**config.mk**
```make
export PLATFORM = sky130hd
export DESIGN_NAME = afm_monitor
export DESIGN_NICKNAME = d
export VERILOG_FILES = /design/src/rtl/afm_pkg.sv /design/src/rtl/afm_monitor.sv
export SDC_FILE = /design/constraint.sdc
export NUM_CORES = 1
export LEC_CHECK = 0
export BUFFER_PORTS_ARGS = -buffer_cell sky130_fd_sc_hd__buf_2
export CAP_MARGIN = 20
export CORE_MARGIN = 5
export CORE_UTILIZATION = 32
export DETAILED_ROUTE_END_ITERATION = 10
export PLACE_DENSITY = 0.59
export SYNTH_ARGS = -nofsm -noshare
export SYNTH_HDL_FRONTEND = slang
export SYNTH_SLANG_ARGS = --single-unit
export TNS_END_PERCENT = 10
```
**constraint.sdc**
```tcl
create_clock -name core_clk_i -period 1.8 [get_ports core_clk_i]
set_input_delay 0.09 -clock core_clk_i [delete_from_list [all_inputs] [get_ports core_clk_i]]
set_output_delay 0.09 -clock core_clk_i [all_outputs]
set_load 0.05 [all_outputs]
```
**src/rtl/afm_pkg.sv**
```systemverilog
// shared constants and carriers for the amplifier fault monitor
package afm_pkg;
	localparam int AXES  = 4;
	localparam int PAIRS = 2;
	localparam int HALLW = 3;
	localparam int AW    = 8;
	localparam int DW    = 32;

	// register byte offsets
	localparam logic [AW-1:0] REG_CTRL     = 8'h00;
	localparam logic [AW-1:0] REG_CMD      = 8'h04;
	localparam logic [AW-1:0] REG_QUERY0   = 8'h08;
	localparam logic [AW-1:0] REG_QUERY1   = 8'h0c;
	localparam logic [AW-1:0] REG_QUERY2   = 8'h10;
	localparam logic [AW-1:0] REG_QUERY3   = 8'h14;
	localparam logic [AW-1:0] REG_HALL     = 8'h18;
	localparam logic [AW-1:0] REG_IRQ_STAT = 8'h1c;
	localparam logic [AW-1:0] REG_IRQ_EN   = 8'h20;
	localparam logic [AW-1:0] REG_IRQ_CLR  = 8'h24;
	localparam logic [AW-1:0] REG_AMP      = 8'h28;

	// control register fields
	localparam int CTRL_OE_LSB   = 0;
	localparam int CTRL_C120_LSB = 4;
	localparam logic [AXES-1:0] CTRL_OE_RST   = 4'h0;
	localparam logic [AXES-1:0] CTRL_C120_RST = 4'hf;

	// command register bits
	localparam int CMD_SERVO_HERE = 0;
	localparam int CMD_MOTOR_OFF  = 1;

	// selector-zero status bits
	localparam int Q0_OVER_CURRENT = 0;
	localparam int Q0_OVER_VOLTAGE = 1;
	localparam int Q0_OVER_TEMP    = 2;
	localparam int Q0_UNDER_VOLT   = 3;
	localparam logic [7:0] LOCKOUT_CODE = 8'h03;

	// interrupt event bits
	localparam int EV_OC   = 0;
	localparam int EV_OV   = 1;
	localparam int EV_OT   = 2;
	localparam int EV_UV   = 3;
	localparam int EV_HALL = 4;
	localparam int EV_LOCKOUT = 5;
	localparam int EV_CONT = 6;
	localparam int EVW     = 7;

	localparam logic [HALLW-1:0] HALL_ALL_ZERO = 3'h0;
	localparam logic [HALLW-1:0] HALL_ALL_ONE  = 3'h7;

	typedef struct packed {
		logic [AW-1:0] addr;
		logic [DW-1:0] wdata;
		logic          wr;
		logic          rd;
	} afm_bus_s;

	// comparator levels from the power stage, all active high
	typedef struct packed {
		logic [AXES-1:0][HALLW-1:0] hall;
		logic                       under_volt;
		logic                       above_ov_trip;
		logic                       below_ov_rel;
		logic [PAIRS-1:0]           pair_over_cur;
		logic                       over_temp;
		logic [AXES-1:0]            over_cont;
		logic                       lockout;
	} afm_sense_s;

	localparam int SENSEW = $bits(afm_sense_s);

	typedef enum logic [1:0] {
		LOCK_IDLE,
		LOCK_HELD,
		LOCK_ARMED
	} afm_lock_e;
endpackage

```
**src/rtl/afm_monitor.sv**
```systemverilog
// amplifier fault monitor: sensor filtering, protection latches, query and error dispatch
//
// Implementation choices: the register offsets and strobed register access.
`timescale 1ns/10ps

// Behaviour
// - all-zero or all-one hall code on a 120 degree axis flags a hall fault
// - fault query takes selector zero to three and returns eight status bits
// - selector zero: supply, current, temperature; selector one: hall fault per axis
// - selector two: continuous limit per axis; selector three: lockout triggered
// - reading the query changes no fault state and raises no error
// - on a fault with thread zero running and routine present, dispatch routine
// - disable above 92 volts, re-enable below 90 volts, shown in bit 1
// - over-voltage disables only momentarily and never dispatches the routine
// - hall fault bit set per axis while invalid; raw hall levels readable
// - hall fault disables axis when off-on-error set, and dispatches routine
// - disable below 12 volts, resume above it, shown in bit 3
// - under-voltage present at power-up triggers the routine when it exists
// - pair over 20 amps latches off until cleared plus servo-here or reset
// - over-current shuts down regardless of settings; bit 0 set
// - over 100 degrees: shut down, bit 2, dispatch; re-enable once cooler
// - lockout: hardware shutdown, motor-off state, selector three reads 3, dispatch
// - lockout recovery needs motor-off then servo-here, or reset
module afm_monitor
	import afm_pkg::*;
(
	// clock and reset
	input  wire logic                       core_clk_i,
	input  wire logic                       rst_b_i,
	// register port
	input  wire afm_pkg::afm_bus_s          bus_i,
	output logic [afm_pkg::DW-1:0]          rdata_o,
	// power stage sensors
	input  wire afm_pkg::afm_sense_s        sense_i,
	// program executor
	input  wire logic                       thread0_run_i,
	input  wire logic                       err_label_i,
	input  wire logic                       err_ack_i,
	output logic                            err_req_o,
	// power stage control
	output logic [afm_pkg::AXES-1:0]        amp_en_o,
	output logic                            motor_off_o,
	output logic                            irq_o
);
	import afm_pkg::*;

	function automatic logic hall_bad(input logic [HALLW-1:0] code, input logic c120);
		hall_bad = c120 && (code == HALL_ALL_ZERO || code == HALL_ALL_ONE);
	endfunction

	function automatic logic [DW-1:0] zext8(input logic [7:0] v);
		zext8 = {{(DW-8){1'b0}}, v};
	endfunction

	logic [SENSEW-1:0]  sync1;
	logic [SENSEW-1:0]  sync2;
	logic [SENSEW-1:0]  sync3;
	logic [SENSEW-1:0]  filt_raw;
	afm_sense_s         filt;
	logic [AXES-1:0]    oe_on;
	logic [AXES-1:0]    c120;
	logic               ov_flag;
	logic [PAIRS-1:0]   oc_latch;
	afm_lock_e          lock_state;
	logic [AXES-1:0]    hall_fault;
	logic [EVW-1:0]     fault_now;
	logic [EVW-1:0]     fault_prev;
	logic [EVW-1:0]     rise;
	logic [EVW-1:0]     irq_stat;
	logic [EVW-1:0]     irq_en;
	logic               err_pend;
	logic               wr_cmd;
	logic               servo_here;
	logic               motor_off_cmd;
	logic               wr_clr;
	logic               dispatch_ev;
	logic               global_off;
	logic [7:0]         q0;
	logic [7:0]         q1;
	logic [7:0]         q2;
	logic [7:0]         q3;
	logic [DW-1:0]      next_rdata;

	// pins pass three flops; a change is taken only when stages two and three agree
	always_ff @(posedge core_clk_i or negedge rst_b_i) begin
		if (!rst_b_i) begin
			sync1 <= '0;
			sync2 <= '0;
			sync3 <= '0;
		end else begin
			sync1 <= sense_i;
			sync2 <= sync1;
			sync3 <= sync2;
		end
	end

	always_ff @(posedge core_clk_i or negedge rst_b_i) begin
		if (!rst_b_i) begin
			filt_raw <= '0;
		end else begin
			for (int i = 0; i < SENSEW; i++) begin
				if (sync2[i] == sync3[i]) begin
					filt_raw[i] <= sync3[i];
				end
			end
		end
	end

	assign filt = afm_sense_s'(filt_raw);

	assign wr_cmd        = bus_i.wr && bus_i.addr == REG_CMD;
	assign servo_here    = wr_cmd && bus_i.wdata[CMD_SERVO_HERE];
	assign motor_off_cmd = wr_cmd && bus_i.wdata[CMD_MOTOR_OFF];
	assign wr_clr        = bus_i.wr && bus_i.addr == REG_IRQ_CLR;

	// control register
	always_ff @(posedge core_clk_i or negedge rst_b_i) begin
		if (!rst_b_i) begin
			oe_on <= CTRL_OE_RST;
			c120  <= CTRL_C120_RST;
		end else if (bus_i.wr && bus_i.addr == REG_CTRL) begin
			oe_on <= bus_i.wdata[CTRL_OE_LSB +: AXES];
			c120  <= bus_i.wdata[CTRL_C120_LSB +: AXES];
		end
	end

	always_comb begin
		for (int a = 0; a < AXES; a++) begin
			hall_fault[a] = hall_bad(filt.hall[a], c120[a]);
		end
	end

	// over-voltage hysteresis: trip above the high comparator, release below the low one
	always_ff @(posedge core_clk_i or negedge rst_b_i) begin
		if (!rst_b_i) begin
			ov_flag <= 1'b0;
		end else if (filt.above_ov_trip) begin
			ov_flag <= 1'b1;
		end else if (filt.below_ov_rel) begin
			ov_flag <= 1'b0;
		end
	end

	// over-current latch per axis pair; live over-current keeps it set
	always_ff @(posedge core_clk_i or negedge rst_b_i) begin
		if (!rst_b_i) begin
			oc_latch <= '0;
		end else begin
			for (int p = 0; p < PAIRS; p++) begin
				if (filt.pair_over_cur[p]) begin
					oc_latch[p] <= 1'b1;
				end else if (servo_here) begin
					oc_latch[p] <= 1'b0;
				end
			end
		end
	end

	// lockout recovery: motor-off arms, servo-here then releases
	always_ff @(posedge core_clk_i or negedge rst_b_i) begin
		if (!rst_b_i) begin
			lock_state <= LOCK_IDLE;
		end else begin
			case (lock_state)
				LOCK_IDLE: begin
					if (filt.lockout) begin
						lock_state <= LOCK_HELD;
					end
				end
				LOCK_HELD: begin
					if (motor_off_cmd && !filt.lockout) begin
						lock_state <= LOCK_ARMED;
					end
				end
				LOCK_ARMED: begin
					if (filt.lockout) begin
						lock_state <= LOCK_HELD;
					end else if (servo_here) begin
						lock_state <= LOCK_IDLE;
					end
				end
				default: begin
					lock_state <= LOCK_HELD;
				end
			endcase
		end
	end

	// under-voltage and temperature drop out as soon as their comparators do; over-voltage holds until below_ov_rel
	assign global_off = ov_flag || filt.under_volt || filt.over_temp
		|| (lock_state != LOCK_IDLE);

	always_comb begin
		for (int a = 0; a < AXES; a++) begin
			amp_en_o[a] = !global_off && !oc_latch[a / 2]
				&& !(hall_fault[a] && oe_on[a]);
		end
	end

	assign motor_off_o = lock_state != LOCK_IDLE;

	assign fault_now[EV_OC]   = |oc_latch;
	assign fault_now[EV_OV]   = ov_flag;
	assign fault_now[EV_OT]   = filt.over_temp;
	assign fault_now[EV_UV]   = filt.under_volt;
	assign fault_now[EV_HALL] = |hall_fault;
	assign fault_now[EV_LOCKOUT] = lock_state != LOCK_IDLE;
	assign fault_now[EV_CONT] = |filt.over_cont;

	// prev starts clear so a supply missing at power-up still counts as a new fault
	always_ff @(posedge core_clk_i or negedge rst_b_i) begin
		if (!rst_b_i) begin
			fault_prev <= '0;
		end else begin
			fault_prev <= fault_now;
		end
	end

	assign rise = fault_now & ~fault_prev;
	// over-voltage and the continuous-limit monitor never start the routine
	assign dispatch_ev = rise[EV_OC] || rise[EV_OT] || rise[EV_UV]
		|| rise[EV_HALL] || rise[EV_LOCKOUT];

	// routine request waits for thread zero; a new fault wins over the acknowledge
	always_ff @(posedge core_clk_i or negedge rst_b_i) begin
		if (!rst_b_i) begin
			err_pend <= 1'b0;
		end else if (dispatch_ev && err_label_i) begin
			err_pend <= 1'b1;
		end else if (err_ack_i || !err_label_i) begin
			err_pend <= 1'b0;
		end
	end

	assign err_req_o = err_pend && thread0_run_i && err_label_i;

	always_ff @(posedge core_clk_i or negedge rst_b_i) begin
		if (!rst_b_i) begin
			irq_en <= '0;
		end else if (bus_i.wr && bus_i.addr == REG_IRQ_EN) begin
			irq_en <= bus_i.wdata[EVW-1:0];
		end
	end

	// set wins over a clear in the same cycle
	always_ff @(posedge core_clk_i or negedge rst_b_i) begin
		if (!rst_b_i) begin
			irq_stat <= '0;
		end else begin
			irq_stat <= (irq_stat & ~(wr_clr ? bus_i.wdata[EVW-1:0] : '0)) | rise;
		end
	end

	assign irq_o = |(irq_stat & irq_en);

	// query words are pure views of the live state
	always_comb begin
		q0 = '0;
		q0[Q0_OVER_CURRENT] = |oc_latch;
		q0[Q0_OVER_VOLTAGE] = ov_flag;
		q0[Q0_OVER_TEMP]    = filt.over_temp;
		q0[Q0_UNDER_VOLT]   = filt.under_volt;
		q1 = {4'h0, hall_fault};
		q2 = {4'h0, filt.over_cont};
		q3 = (lock_state != LOCK_IDLE) ? LOCKOUT_CODE : 8'h00;
	end

	always_comb begin
		next_rdata = '0;
		if (bus_i.rd) begin
			case (bus_i.addr)
				REG_CTRL:     next_rdata = zext8({c120, oe_on});
				REG_QUERY0:   next_rdata = zext8(q0);
				REG_QUERY1:   next_rdata = zext8(q1);
				REG_QUERY2:   next_rdata = zext8(q2);
				REG_QUERY3:   next_rdata = zext8(q3);
				REG_HALL:     next_rdata = {{(DW-AXES*HALLW){1'b0}}, filt.hall};
				REG_IRQ_STAT: next_rdata = zext8({1'b0, irq_stat});
				REG_IRQ_EN:   next_rdata = zext8({1'b0, irq_en});
				REG_AMP:      next_rdata = zext8({3'h0, motor_off_o, amp_en_o});
				default:      next_rdata = '0;
			endcase
		end
	end

	always_ff @(posedge core_clk_i or negedge rst_b_i) begin
		if (!rst_b_i) begin
			rdata_o <= '0;
		end else begin
			rdata_o <= next_rdata;
		end
	end
endmodule

```
==> results.toml <==
[timing]
period_needed_ns = 1.84
worst_slew_pin_slew_ns = 0.516
fin_worst_skew_ns = 0.00919
max_slew_margin_pct = 65.6
fmax_mhz = 543
setup_violations = 4
finalHoldViolCount = 0
slew_violations = 0
fin_crit_sh_pct = 102
rsz0062_at_grt = "true"
fin_ws_ns = -0.0415

[yosys]
synth-xor-area-share_pct = 0
synth_top_family_by_area = "simple AND/OR/NAND/NOR gates"
mappedNetlistArea_sq_um = 5230
synthSimpleGateAreaFrac_pct = 10.1
netlist_top_cells_count = "dfrtp_1, maj3_1, buf_4"
yosysTopAreaCell = "dfrtp_1"
synth_fa_ha_area_share_pct = 4.41
synth_compound_area_share_pct = 7.97
ys_types = 58
ys_seq_elements = 139
synthTopCellsByArea = "dfrtp_1, maj3_1, mux2_4"
synth-async-reset-ratio_pct = 100
syn_area_per_cell_sq_um = 14.6
synth.most_common_cell = "dfrtp_1"
yosys_warnings = 0
synth_edf_count = 0
synth_flop_cell = "dfrtp_1"
synthMuxAreaShare_pct = 6.51
synth_cells = 359
synth_top_area_share_pct = 64.6
ys_seq_area_share_pct = 66.7

[pwr]
power.total_mw = 7.86
power.density_nw_per_um2 = 1110
p_leak_nw = 3.17
peakVddDrop_uv = 702

[setup_path]
cp_top_family = "flip-flops"
max_stage_delay_ns = 0.40
crit_chain = "or3_4, a21boi_4, buf_6, a21oi_4, buf_6"
critPathBufInv = 2
start_kind = "register"
critPathRequiredTime_ns = 1.71
worstPathMaxFanout = 3
cpMaxStageDelayCell = "dfrtp_1"
crit_type = "register to output pin"
cp-end-kind = "output pin"
crit_arrival_ns = 1.75
cpMostUsedCell = "buf_6"

[status]
status = "complete, but fails checks"
failed_checks = "negative setup slack"

[floorplan]
placementRows = 46
die_y_um = 138
dieArea_sq_um = 19000
core_area_sq_um = 15900
ios = 109
die_w_um = 138
start_util_pct = 32.8

[drt]
drc = 0
post_drt_wl_per_cell_um = 15.8
routed_wl_mm = 11.5
vias_per_cell = 4.53
route.vias.total = 3290
drt_pass1_iterations = 4
drtAntennaViolNets = 0
drt-initial-drc-count = 194

[grt]
grtUsageTotal_pct = 13.2
antenna_found_initial = 0
grt.overflow.total = 0
grt_first_pass_wirelength_mm = 18.7
grt_pass1_vias = 3517
grt_max_degree = 63

[placement]
place.gp.congestion = 0.898
dp_slack_ns = 0.0234
place_hpwl_mm = 8.27
io_buffers = 64

[job]
max_cap_violations = 0

[clock_tree]
cts_root_buffer = "clkbuf_16"
cts_tree = "done"
cts_sinks = 139
clk_path_buf_depth = 2
clkTransAtPathRegs_ns = 0.06
cts_made_buffers = 17
htreeDepth = 4
worstSkewPairLatency_ns = 0.42

[layout]
regArea_sq_um = 3480
fillCellCount = 1463
drive_above_1_share_pct = 34.6
syn2layout_area_growth_pct = 35.1
multiInputGateArea_sq_um = 1690
nNetsFinal = 568
antenna_cells = 0

[min_path]
hp-class = "primary input to register"
==> cell families (layout without fill, tap and decap cells) <==
group                    after synthesis  after routing
other                                  1             20
flip-flops                           139            139
buffers and inverters                 32            165
multiplexers                          25             25
AO/OA/AOI/OAI                         56             56
AND/OR/NAND/NOR                       83             83
adder cells (fa/ha/maj)               23             23
==> state kept, by name, summed over array words and instances (netlist names) <==
register    flops
lock_state      2
irq_en          7
sync3          23
err_pend        1
irq_stat        7
oc_latch        2
sync2          23
ov_flag         1
filt           23
sync1          23
fault_prev      7
rdata_o        12
c120            4
oe_on           4
==> worst min-delay path: stages <==
cell and delay, ns:
buf_2 0.10, nor2b_1 0.16, o41a_1 0.14
==> per-layer routing <==
layer  share of wire, %  track usage, %
met5                  0               0
met1                 44            16.9
met2                 46            20.0
met3                8.1            5.04
met4                1.9            5.60
==> layout by cell type (no fill, tap or decap), drive strengths merged, types with 2 or more instances in the layout <==
master	instances
a211oi	2
a21boi	4
a21o	6
a21oi	10
a22o	6
a22oi	4
a31oi	5
a32oi	2
and2	6
and3	3
and3b	2
buf	93
bufinv	4
clkbuf	19
conb	20
dfrtp	135
dfstp	4
dlygate4sd3	33
inv	14
maj3	23
mux2	17
mux2i	7
nand2	21
nand2b	2
nand3	10
nand3b	3
nor2	15
nor2b	3
nor3	3
nor4	4
nor4b	2
o21ai	4
o22ai	2
o2bb2ai	2
or3	5
==> power by group <==
part,internal [mW],total (mW),switching [mW],leakage (nW)
logic,0.264,0.612,0.348,1.21
registers,3.31,3.43,0.121,1.64
clock network,2.44,3.81,1.38,0.319
total,6.01,7.86,1.85,3.17
==> repair_timing <==
| item | in CTS | in global routing |
|---|---|---|
| endpoints found under the hold margin | 183 | 0 |
| setup buffers | 6 | 1 |
| gates resized for setup | 16 | 14 |
| endpoints found under the setup margin | 5 | 7 |
| hold buffers | 33 | 0 |
| pin swaps | 8 | 5 |
==> area by class of cell <==
cell class	count	area share [%]
multi-input cells	207	23.9
clock buffers	19	6.42
repair buffers	126	13.2
clock inverters	13	2.87
inverters	7	0.372
well taps	216	3.83
flip-flops and latches	139	49.4
==> worst paths after layout <==
kind                       startpoint     endpoint  slack [ns]  cells past startpoint
max                          filt[17]  amp_en_o[2]       -0.04                      5
min                         err_ack_i     err_pend        0.11                      3
max reg2reg                  filt[17]   rdata_o[2]       -0.03                      7
min reg2reg                 sync1[14]    sync2[14]        0.35                      0
max in group asynchronous     rst_b_i      c120[1]        1.01                      3
min in group asynchronous     rst_b_i     sync1[7]        0.12                      2
==> metrics by stage <==
stage | instances | utilization, % | cell area [sq um] | hold WS, ns | setup TNS [ns]
after global placement | 655 | 36.9 | 5890 | 0.000175 | 0
after CTS | 726 | 43.8 | 6980 | 0.0854 | -0.273
after floorplan | 378 | - | 5300 | -0.206 | -0.191
after detailed placement | 655 | 36.9 | 5890 | 0.00851 | 0
after global routing | 727 | 44.3 | 7060 | 0.120 | -0.576
final | 727 | 44.3 | 7060 | 0.112 | -0.104
(Power assumes the default switching activity.)
